--- config.mk ---
export PLATFORM = sky130hd
export DESIGN_NAME = atr_regs
export DESIGN_NICKNAME = d
export VERILOG_FILES = /design/src/shared/atr_pkg.sv /design/src/rtl/atr_regs.sv
export SDC_FILE = /design/constraint.sdc
export NUM_CORES = 1
export LEC_CHECK = 0
export BUFFER_PORTS_ARGS = -buffer_cell sky130_fd_sc_hd__buf_2
export CAP_MARGIN = 10
export CORE_MARGIN = 2
export CORE_UTILIZATION = 36
export DETAILED_ROUTE_END_ITERATION = 10
export HOLD_SLACK_MARGIN = 0.06
export PLACE_DENSITY = 0.6
export SLEW_MARGIN = 0
export SYNTH_ARGS = -nofsm -noshare
export SYNTH_HDL_FRONTEND = slang
export SYNTH_SLANG_ARGS = --single-unit
--- constraint.sdc ---
create_clock -name clk -period 1.6 [get_ports clk]
set_clock_uncertainty 0.15 [all_clocks]
set_input_delay 0.08 -clock clk [delete_from_list [all_inputs] [get_ports clk]]
set_output_delay 0.08 -clock clk [all_outputs]
set_load 0.01 [all_outputs]
--- src/shared/atr_pkg.sv ---
// Package: register map, field layout and reset values of the tuning bank
`default_nettype none
package atr_pkg;

  // Printed offsets are not multiples of four: these are word indices
  localparam logic [7:0] IDX_CONV_RESULT  = 8'h20;
  localparam logic [7:0] IDX_TUNE_CTRL    = 8'h21;
  localparam logic [7:0] IDX_PHASE_TARGET = 8'h22;
  localparam logic [7:0] IDX_TUNE_RESULT  = 8'h23;
  localparam logic [7:0] IDX_AM_DEPTH     = 8'h24;
  localparam logic [7:0] IDX_AM_SEGMENT   = 8'h26;

  // Field positions
  localparam int TRIM_SRC_BIT   = 7;
  localparam int TRIM_CODE_MSB  = 6;
  localparam int TRIM_CODE_LSB  = 3;
  localparam int TUNE_ERR_BIT   = 3;
  localparam int AM_SRC_BIT     = 7;
  localparam int DEPTH_CODE_MSB = 6;
  localparam int DEPTH_CODE_LSB = 1;

  // Reset values
  localparam logic [7:0] RST_ZERO         = 8'h00;
  localparam logic [7:0] RST_PHASE_TARGET = 8'h80;

  // Automatic tuning result as handed over by the tuning engine
  typedef struct packed {
    logic       valid;  // One-cycle pulse: store code and error
    logic [3:0] code;   // Trim code found
    logic       err;    // Resonance not reached
  } atr_tune_res_t;

  // Drive settings handed to the analogue front end
  typedef struct packed {
    logic [3:0] trim;         // Applied trim bits, MSB first
    logic       am_src;       // 1: manual segment mask in use
    logic [5:0] depth_code;   // Calibrated depth code
    logic [7:0] segment_off;  // Segments disabled while AM modulated
  } atr_drive_t;

endpackage
`default_nettype wire

--- src/rtl/atr_regs.sv ---
// Antenna tuning and AM depth register bank behind an APB slave
//
// The APB register port was decided locally.
`timescale 1ns/1ps
`default_nettype none
//
// Function
// - The converter result register shows the last completed 8-bit conversion.
// - Read-only display registers clear to zero at reset and on set-default.
// - With trim source 0 the trim switches follow the automatic tuning code.
// - With trim source 1 the trim switches follow the four manual trim bits.
// - Each applied trim bit at 1 turns on its transistor in both pin groups.
// - The phase target register feeds tuning and resets to only bit 7 set.
// - The tuning code found is stored in bits 7..4 of the tuning display.
// - The tuning error flag sits in bit 3 of the tuning display register.
// - With AM source 0 the modulated level comes from the 6-bit depth code.
// - With AM source 1 the modulated level comes from the manual mask.
// - Mask bits at 1 disable segments when modulated, only with source 1.
////////////////////////////////////////////////////////////////////////////////
module atr_regs (
  input  wire logic               clk,            // 200 MHz clock
  input  wire logic               nrst,           // Async reset, active low
  input  wire logic               psel,           // APB select
  input  wire logic               penable,        // APB access phase
  input  wire logic               pwrite,         // APB write
  input  wire logic [11:0]        paddr,          // APB byte address
  input  wire logic [31:0]        pwdata,         // APB write data
  output logic                    pready,         // APB ready
  output logic [31:0]             prdata,         // APB read data
  output logic                    pslverr,        // APB error
  input  wire logic               set_default,    // Set-default command pulse
  input  wire logic               conv_done,      // Conversion finished pulse
  input  wire logic [7:0]         conv_value,     // Conversion value
  input  wire logic               depth_cal_done, // Depth calibration pulse
  input  wire logic [5:0]         depth_cal_code, // Calibrated depth code
  input  wire atr_pkg::atr_tune_res_t tune_res,   // Automatic tuning result
  output logic [7:0]              phase_goal_bits,      // Tuning target phase
  output logic [3:0]              trim_pin_group_one,   // Trim transistors 1
  output logic [3:0]              trim_pin_group_two,   // Trim transistors 2
  output atr_pkg::atr_drive_t     drive,                // Driver settings
  output logic [7:0]              manual_am_segment_mask // Mask as stored
);

  logic [7:0] conv_result;
  logic [7:0] tune_ctrl;
  logic [7:0] phase_target;
  logic [7:0] tune_result;
  logic [7:0] am_depth;
  logic [7:0] am_segment;
  logic [7:0] next_conv_result;
  logic [7:0] next_tune_ctrl;
  logic [7:0] next_phase_target;
  logic [7:0] next_tune_result;
  logic [7:0] next_am_depth;
  logic [7:0] next_am_segment;
  logic [31:0] next_prdata;
  logic        next_pslverr;
  logic        wr_en;
  logic        rd_en;
  logic [9:0]  word_idx;
  logic        addr_ok;
  logic        mapped;
  logic [7:0]  rd_byte;
  logic [3:0]  next_trim;
  atr_pkg::atr_drive_t next_drive;

  ////////////////////////////////////////////////////////////////////////////
  // Bus decode: zero-wait slave, answers in the setup cycle's access phase
  assign pready   = 1'b1;
  assign word_idx = paddr[11:2];
  assign addr_ok  = (paddr[1:0] == 2'h0) && (word_idx[9:8] == 2'h0);
  assign wr_en    = psel && penable && pwrite;
  assign rd_en    = psel && !penable && !pwrite;

  // Read mux; unmapped words read zero and raise pslverr
  always_comb begin
    rd_byte = 8'h00;
    mapped  = addr_ok;
    case (word_idx[7:0])
      atr_pkg::IDX_CONV_RESULT:  rd_byte = conv_result;
      atr_pkg::IDX_TUNE_CTRL:    rd_byte = tune_ctrl;
      atr_pkg::IDX_PHASE_TARGET: rd_byte = phase_target;
      atr_pkg::IDX_TUNE_RESULT:  rd_byte = tune_result;
      atr_pkg::IDX_AM_DEPTH:     rd_byte = am_depth;
      atr_pkg::IDX_AM_SEGMENT:   rd_byte = am_segment;
      default:                   mapped  = 1'b0;
    endcase
    if (!addr_ok) begin
      rd_byte = 8'h00;
    end
  end

  // Read data registered at setup so it stands through the access phase
  always_comb begin
    next_prdata  = prdata;
    next_pslverr = 1'b0;
    if (rd_en) begin
      next_prdata = {24'h000000, rd_byte};
    end
    if (psel && !penable) begin
      next_pslverr = !mapped;
    end
  end

  always_ff @(posedge clk or negedge nrst) begin
    if (!nrst) begin
      prdata  <= 32'h00000000;
      pslverr <= 1'b0;
    end else begin
      prdata  <= next_prdata;
      pslverr <= next_pslverr;
    end
  end

  ////////////////////////////////////////////////////////////////////////////
  // Register next values; set-default wins over any write or hardware update
  always_comb begin
    next_conv_result  = conv_result;
    next_tune_ctrl    = tune_ctrl;
    next_phase_target = phase_target;
    next_tune_result  = tune_result;
    next_am_depth     = am_depth;
    next_am_segment   = am_segment;
    if (conv_done) begin
      next_conv_result = conv_value;
    end
    if (tune_res.valid) begin
      next_tune_result = {tune_res.code, tune_res.err, 3'h0};
    end
    if (wr_en && addr_ok) begin
      case (word_idx[7:0])
        atr_pkg::IDX_TUNE_CTRL:
          next_tune_ctrl = {pwdata[7:3], 3'h0};
        atr_pkg::IDX_PHASE_TARGET:
          next_phase_target = pwdata[7:0];
        atr_pkg::IDX_AM_DEPTH:
          next_am_depth = {pwdata[7:1], 1'b0};
        atr_pkg::IDX_AM_SEGMENT:
          next_am_segment = pwdata[7:0];
        default: begin
        end
      endcase
    end
    // Calibration overrides the code field but keeps the source bit
    if (depth_cal_done) begin
      next_am_depth[atr_pkg::DEPTH_CODE_MSB:atr_pkg::DEPTH_CODE_LSB] =
        depth_cal_code;
    end
    if (set_default) begin
      next_conv_result  = atr_pkg::RST_ZERO;
      next_tune_result  = atr_pkg::RST_ZERO;
      next_tune_ctrl    = atr_pkg::RST_ZERO;
      next_phase_target = atr_pkg::RST_PHASE_TARGET;
      next_am_depth     = atr_pkg::RST_ZERO;
      next_am_segment   = atr_pkg::RST_ZERO;
    end
  end

  always_ff @(posedge clk or negedge nrst) begin
    if (!nrst) begin
      conv_result  <= atr_pkg::RST_ZERO;
      tune_ctrl    <= atr_pkg::RST_ZERO;
      phase_target <= atr_pkg::RST_PHASE_TARGET;
      tune_result  <= atr_pkg::RST_ZERO;
      am_depth     <= atr_pkg::RST_ZERO;
      am_segment   <= atr_pkg::RST_ZERO;
    end else begin
      conv_result  <= next_conv_result;
      tune_ctrl    <= next_tune_ctrl;
      phase_target <= next_phase_target;
      tune_result  <= next_tune_result;
      am_depth     <= next_am_depth;
      am_segment   <= next_am_segment;
    end
  end

  ////////////////////////////////////////////////////////////////////////////
  // Drive outputs are flops loaded from the next register values, so they
  // move on the same edge as the registers and never glitch at the pins
  always_comb begin
    if (next_tune_ctrl[atr_pkg::TRIM_SRC_BIT]) begin
      next_trim =
        next_tune_ctrl[atr_pkg::TRIM_CODE_MSB:atr_pkg::TRIM_CODE_LSB];
    end else begin
      next_trim = next_tune_result[7:4];
    end
    next_drive.trim       = next_trim;
    next_drive.am_src     = next_am_depth[atr_pkg::AM_SRC_BIT];
    next_drive.depth_code =
      next_am_depth[atr_pkg::DEPTH_CODE_MSB:atr_pkg::DEPTH_CODE_LSB];
    // Segment mask only reaches the drivers with the manual source selected
    if (next_am_depth[atr_pkg::AM_SRC_BIT]) begin
      next_drive.segment_off = next_am_segment;
    end else begin
      next_drive.segment_off = 8'h00;
    end
  end

  always_ff @(posedge clk or negedge nrst) begin
    if (!nrst) begin
      drive <= '{trim: 4'h0, am_src: 1'b0, depth_code: 6'h00,
                 segment_off: atr_pkg::RST_ZERO};
    end else begin
      drive <= next_drive;
    end
  end

  assign trim_pin_group_one = drive.trim;
  assign trim_pin_group_two = drive.trim;
  assign phase_goal_bits    = phase_target;
  assign manual_am_segment_mask = am_segment;
endmodule
`default_nettype wire

==> results_tabular.tex, run 1 <==
\begin{tabular}{lr}
\hline
Metric & Value \\
\hline
\multicolumn{2}{l}{\textbf{Synth}} \\
\quad Most instantiated flip-flop cell in the synthesis netlist & dfrtp\_1 \\
\quad Number of synthesized flops with an enable pin & 0 \\
\quad Part of the Yosys area used for sequential elements & 45.4\% \\
\quad Synth top area cells & dfrtp\_1, buf\_4, mux2i\_1, a21oi\_1, nand3\_1 \\
\quad Synthesized area per cell & 9.71 µm² \\
\quad Number of cells produced by synthesis & 352 \\
\quad Cell types with the highest counts after synthesis & dfrtp\_1, buf\_4, a21oi\_1 \\
\quad Mapped cell area & 3420 µm² \\
\quad Most area-hungry cell type in the Yosys netlist & dfrtp\_1 \\
\quad Area share of the leading cell type in the synthesized netlist & 44.6\% \\
\quad Fraction of synthesis flops using an asynchronous set or reset pin & 100\% \\
\quad Most frequent cell after synthesis & dfrtp\_1 \\
\quad Syn. warnings & 0 \\
\quad Netlist cell types & 48 \\
\quad Number of synthesized register bits & 62 \\
\multicolumn{2}{l}{\textbf{Routing}} \\
\quad Remaining number of nets flagged by the antenna check after routing & 0 \\
\quad Sum of routed wire length over all layers & 11.0 mm \\
\quad Total via count in the routed design & 3310 \\
\quad Average wire length per cell after detail routing & 17.1 µm \\
\quad Drt first pass iters & 4 \\
\quad DRC violations left & 0 \\
\quad Detailed-route vias per instance & 5.13 \\
\quad Drt first-iter violations & 200 \\
\multicolumn{2}{l}{\textbf{Die}} \\
\quad Effective utilization at floorplan & 37.0\% \\
\quad Total I/O pin count & 149 \\
\quad Core area & 9240 µm² \\
\quad Area of the die & 10300 µm² \\
\quad Chip Width & 101 µm \\
\quad Chip Height & 101 µm \\
\quad Floorplan row count & 35 \\
\multicolumn{2}{l}{\textbf{Worst setup path}} \\
\quad Worst path top cell family by delay & simple AND/OR/NAND/NOR gates \\
\quad Setup slack of the worst register-to-register path & 0 ps \\
\quad Cell type of the slowest stage on the worst timing path & or4\_4 \\
\quad Worst setup EP type & flop \\
\quad Worst Path Class, Setup & in -> reg \\
\quad CP startpoint kind & input port \\
\quad Worst reg2reg path depth & 4 \\
\quad Count of buffering cells on the critical path with inverters included & 1 \\
\quad Maximum net fanout on the critical path & 5 \\
\quad Number of cells on the critical path & 5 \\
\quad CP Data Required Time & 1700 ps \\
\quad Sequence of cells on the critical path & buf\_2 -> or4\_4 -> or4\_4 -> or4\_1 -> nand4\_1 \\
\quad Signal arrival time at the worst endpoint & 1850 ps \\
\quad Critical path's largest stage delay & 610 ps \\
\quad Most numerous cell on the critical path & or4\_4 \\
\multicolumn{2}{l}{\textbf{Global routing}} \\
\quad All-layer global routing usage & 21.7\% \\
\quad Vias in the first global route & 3231 \\
\quad Antenna violations before repair & 0 \\
\quad Wire length of the first global-routing pass & 17.1 mm \\
\quad Total grt overflow & 0 \\
\quad Largest net degree at the start of global routing & 63 \\
\multicolumn{2}{l}{\textbf{Placement}} \\
\quad Final weighted congestion of routability-driven global placement & 0.863 \\
\quad Inst Count DP & 580 \\
\quad Pre-CTS setup slack & -529 ps \\
\quad HPWL reported at the end of detailed placement & 7.51 mm \\
\quad \# port buffers & 99 \\
\multicolumn{2}{l}{\textbf{CTS}} \\
\quad Largest buffer count on any clock path & 2 \\
\quad Clock latency reported for the late side of the worst-skew pair & 340 ps \\
\quad Clock transition time at the flip-flop clock pins of the worst setup and hold paths & 60 ps \\
\quad Maximum level of the CTS H-tree & 3 \\
\quad Total clock buffers created by CTS & 9 \\
\quad Sink count of the clock tree & 62 \\
\quad Clock Tree Root & clkbuf\_8 \\
\quad TritonCTS clock tree & yes \\
\multicolumn{2}{l}{\textbf{Job}} \\
\quad Maxcap violations & 0 \\
\multicolumn{2}{l}{\textbf{Pwr}} \\
\quad Overall power after layout & 0.00374 W \\
\quad Max IR drop VDD & 0.000523 V \\
\quad Power per cell area & 748 nW/µm² \\
\quad Standby leakage power & 2.38 nW \\
\multicolumn{2}{l}{\textbf{Timing}} \\
\quad Achievable Freq & 572 MHz \\
\quad Final count of negative-setup-slack endpoints & 38 \\
\quad Slew HR & 42.7\% \\
\quad Total negative slack & -3040 ps \\
\quad Worst-case setup margin in the final layout & -148 ps \\
\quad Final hold violation count & 0 \\
\quad Worst Max-Slew Pin Slew & 857 ps \\
\quad Post-route clock period utilization & 109\% \\
\quad Final slew viol count & 0 \\
\quad Time the worst path needs with I/O delays and setup & 1750 ps \\
\quad RSZ-0062 raised after global routing & true \\
\multicolumn{2}{l}{\textbf{Layout}} \\
\quad Final non-filler cell total & 645 \\
\quad Antenna diode instance count & 0 \\
\quad Number of nets in the layout & 584 \\
\quad Count of filler cells inserted in the layout & 830 \\
\quad Synth-to-layout area growth & 46.4\% \\
\quad Share of post-route cells with drive strength above 1 & 38.6\% \\
\multicolumn{2}{l}{\textbf{Run status}} \\
\quad Violations in the final reports & negative setup slack \\
\quad Result of the run & finished with violations \\
\multicolumn{2}{l}{\textbf{Min path}} \\
\quad Hold Crit Depth & 3 \\
\quad Path type of the worst min-delay path & in -> reg \\
\hline
\end{tabular}
-- sequential cells by signal (all words and copies together), names as in the netlist --
| register | cells |
|---|---|
| drive | 13 |
| tune_ctrl | 5 |
| manual_am_segment_mask | 8 |
| tune_result | 5 |
| conv_result | 8 |
| pslverr | 1 |
| prdata | 8 |
| am_depth | 2 |
| phase_goal_bits | 8 |
| trim_pin_group_one | 4 |
-- through the flow --
step / cell area [µm²] / utilization, % / hold slack, ps
after global placement: 4100 / 44.4 / -32.8
after detailed placement: 4100 / 44.4 / -27.7
after global routing: 5010 / 54.2 / 87.6
after CTS: 4840 / 52.3 / 61.0
after floorplan: 3510 / - / -366
final: 5010 / 54.2 / 90.4
-- metal layers --
metal	track usage, %	up-vias	routed length (µm)
met3	5.31	14	598
met4	5.72	0	189
li1	-	1558	-
met5	0	-	0
met1	30.0	1613	4890
met2	34.4	125	5360
-- logic make-up (layout without fill, tap and decap cells) --
kind of cell / after synthesis / count (layout) / share of synthesized area [%]
simple gates: 112 / 113 / 17.9
compound gates: 85 / 85 / 15.9
buf+inv: 65 / 205 / 11.5
flops: 62 / 62 / 45.4
mux: 26 / 26 / 9.11
other cells: 2 / 25 / 0.220
-- layout by cell type (no fill, tap or decap), types with 6 or more instances in the layout --
cell type	netlist	layout
a211oi_1	6	6
a21oi_1	23	17
a21oi_2	0	6
a22oi_1	8	6
a31oi_1	6	6
buf_2	2	97
buf_4	35	31
buf_6	2	12
clkbuf_8	0	11
conb_1	2	25
dfrtp_1	61	61
dlygate4sd3_1	0	42
mux2i_1	21	21
nand2_1	21	21
nand3_1	21	19
nand4_1	8	8
nor2_1	19	19
nor2b_1	8	8
nor4_1	12	6
o211ai_1	7	7
o21ai_0	11	6
o21ai_1	9	10
o21ai_2	2	6
-- worst min-delay path, delay by kind of cell --
family          cells  cell delay (ps)
compound gates      2              270
buf+inv             1              180
-- where the power goes --
part           internal (W)  switching (W)
sequential          0.00160      0.0000267
clock              0.000949       0.000608
combinational      0.000255       0.000302
-- final cells by class --
| type | count | area (µm²) | share of cell area [%] |
|---|---|---|---|
| clock buffer | 11 | 151 | 3.02 |
| clock inverter | 4 | 70.1 | 1.40 |
| inverter | 4 | 15.0 | 0.300 |
| multi-input combinational | 249 | 1700 | 34.0 |
| sequential | 62 | 1550 | 31.0 |
| tap | 129 | 161 | 3.22 |
| timing repair buffer | 186 | 1350 | 27.0 |
-- path summary, 6_finish.rpt --
kind	startpoint	endpoint
worst max-delay path	paddr[0]	trim_pin_group_one[2]
min in group asynchronous	nrst	tune_result[3]
worst min register to register	prdata[3]	prdata[3]
max in group asynchronous	nrst	phase_goal_bits[7]
worst min-delay path	pwdata[7]	trim_pin_group_one[1]
worst max register to register	tune_result[6]	trim_pin_group_one[2]
-- what timing repair did --
item	CTS	global route
pin swaps	16	22
resized for setup	18	25
cloned	1	1
hold buffers	42	0
setup endpoints to repair	35	46
setup buffers	0	6
hold endpoints to repair	114	0
No activity file was read; power rests on OpenSTA's default activity.
==> inputs of run 2 (changes only) <==
--- a/config.mk
+++ b/config.mk
@@ -7,11 +7,13 @@
 export LEC_CHECK = 0
 export BUFFER_PORTS_ARGS = -buffer_cell sky130_fd_sc_hd__buf_2
 export CAP_MARGIN = 10
+export CORE_ASPECT_RATIO = 1.1
 export CORE_MARGIN = 2
 export CORE_UTILIZATION = 36
 export DETAILED_ROUTE_END_ITERATION = 10
 export HOLD_SLACK_MARGIN = 0.06
 export PLACE_DENSITY = 0.6
+export RECOVER_POWER = 50
 export SLEW_MARGIN = 0
 export SYNTH_ARGS = -nofsm -noshare
 export SYNTH_HDL_FRONTEND = slang
==> run 2 against run 1 <==
Effect of this change:
- the flow still finishes with violations (negative setup slack)
- final cell count shrank 2.0%
- sequential cell count is the same
- via count grew 0.54%
- combinational power grew 0.7%
- global-route usage shrank 0.46 points
- die area is essentially flat
- non-clock buffer count shrank 2
- maximum frequency grew 0.80%
- critical path type unchanged
==> results_tabular.tex, run 2 (same netlist as run 1, synthesis figures left out) <==
\begin{tabular}{lr}
\hline
Metric & Value \\
\hline
\multicolumn{2}{l}{\textbf{CTS}} \\
\quad Clock transition time at the flip-flop clock pins of the worst setup and hold paths & 70 ps (about the same) \\
\quad TritonCTS clock tree & yes \\
\quad Maximum level of the CTS H-tree & 3 (unchanged) \\
\quad Total clock buffers created by CTS & 9 (unchanged) \\
\quad Largest buffer count on any clock path & 2 (unchanged) \\
\quad Clock latency reported for the late side of the worst-skew pair & 350 ps (about the same) \\
\quad Clock Tree Root & clkbuf\_8 \\
\quad Sink count of the clock tree & 62 (unchanged) \\
\multicolumn{2}{l}{\textbf{Die}} \\
\quad Total I/O pin count & 149 (unchanged) \\
\quad Area of the die & 10300 µm² (about the same) \\
\quad Floorplan row count & 37 (+5.7\%) \\
\quad Effective utilization at floorplan & 36.7\% (-0.26 points) \\
\quad Chip Height & 106 µm (+4.7\%) \\
\quad Chip Width & 96.9 µm (-4.5\%) \\
\quad Core area & 9310 µm² (+0.70\%) \\
\multicolumn{2}{l}{\textbf{Pwr}} \\
\quad Max IR drop VDD & 0.000389 V (-26\%) \\
\quad Power per cell area & 706 nW/µm² (-5.6\%) \\
\quad Standby leakage power & 2.32 nW (-2.6\%) \\
\multicolumn{2}{l}{\textbf{Global routing}} \\
\quad All-layer global routing usage & 21.3\% (-0.46 points) \\
\quad Antenna violations before repair & 0 (unchanged) \\
\quad Vias in the first global route & 3318 (+2.7\%) \\
\quad Wire length of the first global-routing pass & 17.3 mm (+1.1\%) \\
\quad Largest net degree at the start of global routing & 35 (-44\%) \\
\quad Total grt overflow & 0 (unchanged) \\
\multicolumn{2}{l}{\textbf{Timing}} \\
\quad Final slew viol count & 0 (unchanged) \\
\quad Final worst hold slack & 102 ps (+12.0 ps) \\
\quad Post-route clock period utilization & 108\% (-0.87 points) \\
\quad Final count of negative-setup-slack endpoints & 35 (-7.9\%) \\
\quad Slew HR & 62.6\% (+20 points) \\
\quad Worst-case setup margin in the final layout & -134 ps (+13.9 ps) \\
\quad Final hold violation count & 0 (unchanged) \\
\quad Total negative slack & -2770 ps (+266 ps) \\
\quad RSZ-0062 raised after global routing & true \\
\quad Worst Max-Slew Pin Slew & 561 ps (-296 ps) \\
\quad Achievable Freq & 577 MHz (+0.80\%) \\
\quad Time the worst path needs with I/O delays and setup & 1730 ps (-13.9 ps) \\
\multicolumn{2}{l}{\textbf{Layout}} \\
\quad Most frequent standard cell in the layout excluding fill and tap cells & buf\_2 \\
\quad Largest register by flop count & drive \\
\quad Count of filler cells inserted in the layout & 854 (+2.9\%) \\
\quad Synth-to-layout area growth & 44.6\% \\
\quad Flip-flop count of the largest register after layout & 13 (unchanged) \\
\quad Commonest cells after routing, fill and taps aside & buf\_2, dfrtp\_1, dlygate4sd3\_1, buf\_4, conb\_1 \\
\quad Antenna diode instance count & 0 (unchanged) \\
\quad Number of nets in the layout & 582 (-0.34\%) \\
\quad Share of post-route cells with drive strength above 1 & 35.9\% (-2.6 points) \\
\multicolumn{2}{l}{\textbf{Routing}} \\
\quad Sum of routed wire length over all layers & 11.0 mm (-0.44\%) \\
\quad DRC violations left & 0 (unchanged) \\
\quad Drt first-iter violations & 142 (-29\%) \\
\quad Average wire length per cell after detail routing & 17.4 µm (+1.6\%) \\
\quad Total via count in the routed design & 3328 (+0.54\%) \\
\quad Detailed-route vias per instance & 5.27 (+2.6\%) \\
\quad Drt first pass iters & 4 (unchanged) \\
\quad Remaining number of nets flagged by the antenna check after routing & 0 (unchanged) \\
\multicolumn{2}{l}{\textbf{Placement}} \\
\quad Final weighted congestion of routability-driven global placement & 0.841 (-2.6\%) \\
\quad \# port buffers & 99 (unchanged) \\
\quad HPWL reported at the end of detailed placement & 7.58 mm (+0.93\%) \\
\multicolumn{2}{l}{\textbf{Min path}} \\
\quad Path type of the worst min-delay path & in -> reg \\
\multicolumn{2}{l}{\textbf{Worst setup path}} \\
\quad CP startpoint kind & input port \\
\quad Worst Path Class, Setup & in -> reg \\
\quad Maximum net fanout on the critical path & 6 (+1) \\
\quad Signal arrival time at the worst endpoint & 1810 ps (-40 ps) \\
\quad Worst setup EP type & flop \\
\quad CP Data Required Time & 1670 ps (-30 ps) \\
\multicolumn{2}{l}{\textbf{Run status}} \\
\quad Violations in the final reports & negative setup slack \\
\quad Result of the run & finished with violations \\
\multicolumn{2}{l}{\textbf{Job}} \\
\quad Maxcap violations & 0 (unchanged) \\
\hline
\end{tabular}
[run 2: cell types whose count changed in the layout (fill, tap and decap cells not counted), sizes merged]
cell	delta
buf	-12
clkbuf	+10
bufinv	-2
clkinvlp	+2
dlygate4sd3	+2
clkinv	-1
[run 2: power breakdown]
group	leakage (nW)	switching (W)	internal, W
Clock	0.0954	0.000614	0.000684
Combinational	1.38	0.000303	0.000258
Sequential	0.844	0.0000294	0.00160
Total	2.32	0.000947	0.00255
[run 2: per-stage QoR]
| stage | setup slack [ps] | total power, W | utilization [%] | cell area (µm²) | std cells |
|---|---|---|---|---|---|
| 6_report | -134 | 0.00349 | 53.2 | 4950 | 632 |
| 5_1_grt | -190 | 0.00365 | 53.2 | 4950 | 632 |
| 4_1_cts | -135 | 0.00351 | 52.1 | 4840 | 630 |
| 2_1_floorplan | -347 | 0.00194 | - | 3510 | 375 |
| 3_3_place_gp | -528 | 0.00210 | 44.3 | 4130 | 568 |
| 3_5_place_dp | -564 | 0.00210 | 44.3 | 4130 | 568 |
[run 2: worst paths after layout]
check / start / end / slack [ps] / cells past startpoint
min in group asynchronous: nrst / phase_goal_bits[3] / 110 / 2
max reg2reg: tune_result[5] / tune_result[5] / 30 / 3
max in group asynchronous: nrst / conv_result[6] / 240 / 3
min reg2reg: prdata[5] / prdata[5] / 330 / 2
max: paddr[6] / drive[5] / -130 / 6
min: paddr[5] / manual_am_segment_mask[6] / 100 / 4
[run 2: layout make-up]
type                    instances  area [µm²]  area share [%]
multi-input cells             249        1730            34.9
clock inverters                 3        17.5           0.354
well taps                     117         146            2.96
clock buffers                  13         169            3.42
flip-flops and latches         62        1550            31.4
inverters                       4        18.8           0.379
repair buffers                184        1320            26.6
[run 2: layer usage]
layer / vias up / global-route usage (%) / part of all wire (%)
met2: 105 / 34.7 / 49
li1: 1561 / - / -
met5: - / 0 / 0
met3: 14 / 4.47 / 5.0
met1: 1648 / 28.5 / 44
met4: 0 / 6.84 / 1.4
[run 2: timing repair]
| action | 4_1_cts | 5_1_grt |
|---|---|---|
| gates resized for setup | 19 | 19 |
| buffers inserted | 1 | 2 |
| endpoints found under the setup margin | 35 | 40 |
| hold endpoints to repair | 116 | 0 |
| hold buffers | 44 | 0 |
| gates cloned | 1 | 0 |
| pin swaps | 23 | 13 |
[run 2: critical path, cell delays in order]
cell      delay, ps
buf_6            90
or4b_4          540
or4_4           620
buf_6           170
o211ai_1        210
a22oi_1         100
==> inputs of run 3 (changes only) <==
--- a/config.mk
+++ b/config.mk
@@ -10,6 +10,7 @@
 export CORE_ASPECT_RATIO = 1.1
 export CORE_MARGIN = 2
 export CORE_UTILIZATION = 36
+export CTS_BUF_LIST = sky130_fd_sc_hd__clkbuf_8
 export DETAILED_ROUTE_END_ITERATION = 10
 export HOLD_SLACK_MARGIN = 0.06
 export PLACE_DENSITY = 0.6
==> constraint.sdc (replaced) <==
create_clock -name clk -period 1.6 [get_ports clk]
set_clock_uncertainty 0.15 [all_clocks]
set_input_delay 0.16 -clock clk [delete_from_list [all_inputs] [get_ports clk]]
set_output_delay 0.16 -clock clk [all_outputs]
set_load 0.01 [all_outputs]
==> run 3 against run 2 <==
Effect of this change:
- largest power group unchanged
- non-clock buffer count shrank 7
- design area fell by 2.2%
- global-route usage up 0.14 points
- via count is 2.1% lower
- critical endpoint is now drive[11]
- highest routed layer unchanged
- the flow still finishes with violations (negative setup slack)
- largest cell class unchanged
==> results_tabular.tex, run 3 (same netlist as run 1, synthesis figures left out) <==
\begin{tabular}{lr}
\hline
Metric & Value \\
\hline
\multicolumn{2}{l}{\textbf{Run status}} \\
\quad Result of the run & finished with violations \\
\quad Violations in the final reports & negative setup slack \\
\multicolumn{2}{l}{\textbf{Timing}} \\
\quad Worst-case setup margin in the final layout & -280 ps (-146 ps) \\
\quad Worst Max-Slew Pin Slew & 535 ps (-26.6 ps) \\
\quad Final hold violation count & 0 (unchanged) \\
\quad Post-route clock period utilization & 118\% (+9.2 points) \\
\quad Final count of negative-setup-slack endpoints & 40 (+14\%) \\
\quad Slew HR & 64.4\% (+1.8 points) \\
\quad Final slew viol count & 0 (unchanged) \\
\quad Achievable Freq & 532 MHz (-7.8\%) \\
\quad Time the worst path needs with I/O delays and setup & 1880 ps (+146 ps) \\
\quad RSZ-0062 raised after global routing & true \\
\multicolumn{2}{l}{\textbf{Routing}} \\
\quad Sum of routed wire length over all layers & 10.9 mm (-1.2\%) \\
\quad Drt first-iter violations & 200 (+41\%) \\
\quad Detailed-route vias per instance & 5.23 (-0.66\%) \\
\quad Remaining number of nets flagged by the antenna check after routing & 0 (unchanged) \\
\quad Drt first pass iters & 4 (unchanged) \\
\quad Average wire length per cell after detail routing & 17.4 µm (+0.23\%) \\
\quad Total via count in the routed design & 3259 (-2.1\%) \\
\quad DRC violations left & 0 (unchanged) \\
\multicolumn{2}{l}{\textbf{Die}} \\
\quad Core area & 9310 µm² (unchanged) \\
\quad Total I/O pin count & 149 (unchanged) \\
\quad Area of the die & 10300 µm² (unchanged) \\
\quad Chip Height & 106 µm (unchanged) \\
\quad Chip Width & 96.9 µm (unchanged) \\
\quad Floorplan row count & 37 (unchanged) \\
\quad Effective utilization at floorplan & 36.7\% (unchanged) \\
\multicolumn{2}{l}{\textbf{Pwr}} \\
\quad Power per cell area & 696 nW/µm² (-1.4\%) \\
\quad Overall power after layout & 0.00337 W (-3.6\%) \\
\quad Max IR drop VDD & 0.000331 V (-15\%) \\
\quad Standby leakage power & 2.33 nW (+0.68\%) \\
\multicolumn{2}{l}{\textbf{Global routing}} \\
\quad Wire length of the first global-routing pass & 17.2 mm (-0.40\%) \\
\quad Vias in the first global route & 3282 (-1.1\%) \\
\quad Antenna violations before repair & 0 (unchanged) \\
\quad Total grt overflow & 0 (unchanged) \\
\quad Largest net degree at the start of global routing & 44 (+26\%) \\
\quad All-layer global routing usage & 21.4\% (+0.14 points) \\
\multicolumn{2}{l}{\textbf{Layout}} \\
\quad Number of nets in the layout & 574 (-1.4\%) \\
\quad Share of post-route cells with drive strength above 1 & 39.9\% (+4.0 points) \\
\quad Largest register by flop count & drive \\
\quad Commonest cells after routing, fill and taps aside & buf\_2, dfrtp\_1, buf\_4, dlygate4sd3\_1, conb\_1 \\
\quad Cell area after layout & 4840 µm² (-2.2\%) \\
\quad Antenna diode instance count & 0 (unchanged) \\
\quad Count of filler cells inserted in the layout & 847 (-0.82\%) \\
\quad Synth-to-layout area growth & 41.4\% \\
\quad Final non-filler cell total & 623 (-1.4\%) \\
\quad Most frequent standard cell in the layout excluding fill and tap cells & buf\_2 \\
\quad Flip-flop count of the largest register after layout & 13 (unchanged) \\
\multicolumn{2}{l}{\textbf{Worst setup path}} \\
\quad CP Data Required Time & 1670 ps (about the same) \\
\quad Maximum net fanout on the critical path & 4 (-2) \\
\quad Signal arrival time at the worst endpoint & 1950 ps (+140 ps) \\
\quad CP startpoint kind & input port \\
\quad Worst Path Class, Setup & in -> reg \\
\quad Worst setup EP type & flop \\
\multicolumn{2}{l}{\textbf{Placement}} \\
\quad HPWL reported at the end of detailed placement & 7.47 mm (-1.4\%) \\
\quad Inst Count DP & 570 (+0.35\%) \\
\quad Instance area at placement & 4170 µm² (+0.97\%) \\
\quad Final weighted congestion of routability-driven global placement & 0.853 (+1.5\%) \\
\quad \# port buffers & 99 (unchanged) \\
\multicolumn{2}{l}{\textbf{CTS}} \\
\quad Clock Tree Root & clkbuf\_8 \\
\quad Maximum level of the CTS H-tree & 3 (unchanged) \\
\quad TritonCTS clock tree & yes \\
\quad Total clock buffers created by CTS & 9 (unchanged) \\
\quad Clock transition time at the flip-flop clock pins of the worst setup and hold paths & 70 ps (about the same) \\
\quad Largest buffer count on any clock path & 2 (unchanged) \\
\quad Sink count of the clock tree & 62 (unchanged) \\
\quad Clock latency reported for the late side of the worst-skew pair & 340 ps (about the same) \\
\multicolumn{2}{l}{\textbf{Min path}} \\
\quad Path type of the worst min-delay path & in -> reg \\
\multicolumn{2}{l}{\textbf{Job}} \\
\quad Maxcap violations & 0 (unchanged) \\
\hline
\end{tabular}
-- run 3: cell types whose count changed in the layout (fill, tap and decap cells not counted), moves of 4 or more --
cell / delta
clkbuf_1: -8
buf_4: +4
nor4_4: -5
o21ai_1: -5
dlygate4sd3_1: -14
buf_2: +6
o21ai_2: +8
nor4_2: +4
-- run 3: worst max-delay path, cell delays in order --
cell    delay [ps]
buf_6           90
or4b_4         530
or4_4          570
buf_12         160
buf_6          110
buf_4          120
nor4_2         130
nor4_1          70
-- run 3: area by class of cell --
cell class,count,area [µm²],share of cell area [%]
Multi-Input combinational cell,248,1680,34.8
Sequential cell,62,1550,32.1
Timing Repair Buffer,177,1270,26.3
Clock buffer,11,151,3.13
Tap cell,117,146,3.03
Clock inverter,4,16.3,0.336
Inverter,4,15.0,0.310
-- run 3: per-stage QoR --
stage	setup TNS, ps	hold slack [ps]	worst slack, ps	utilization [%]
after global routing	-9130	84.6	-322	52.0
after global placement	-22950	14.6	-621	44.8
after CTS	-7420	68.0	-256	51.5
after detailed placement	-24160	24.0	-661	44.8
final	-7880	73.9	-280	52.0
after floorplan	-15060	-286	-427	-
-- run 3: power by group --
group	leakage, nW	internal (W)	switching [W]
combinational	1.39	0.000233	0.000289
clock	0.0990	0.000620	0.000597
sequential	0.844	0.00160	0.0000265
total	2.33	0.00246	0.000912
-- run 3: metal layers --
metal	share of wire, %	GRT usage (%)
met1	43	27.1
met2	49	35.3
met3	6.0	4.34
met4	2.5	9.96
met5	0	0
-- run 3: timing repair --
action	in CTS	in global routing
pin swaps	26	18
hold buffers	30	0
buffers inserted	6	2
setup endpoints to repair	38	46
resized for setup	27	15
endpoints found under the hold margin	101	0
-- run 3: path summary, 6_finish.rpt --
path | from | to | slack [ps] | cells past startpoint
setup reg to reg | tune_result[6] | trim_pin_group_one[2] | 60 | 4
hold / removal | set_default | tune_result[6] | 70 | 4
setup / recovery | paddr[9] | drive[11] | -280 | 8
hold reg to reg | prdata[3] | prdata[3] | 330 | 2
min in group asynchronous | nrst | manual_am_segment_mask[1] | 190 | 2
max in group asynchronous | nrst | phase_goal_bits[7] | 190 | 3
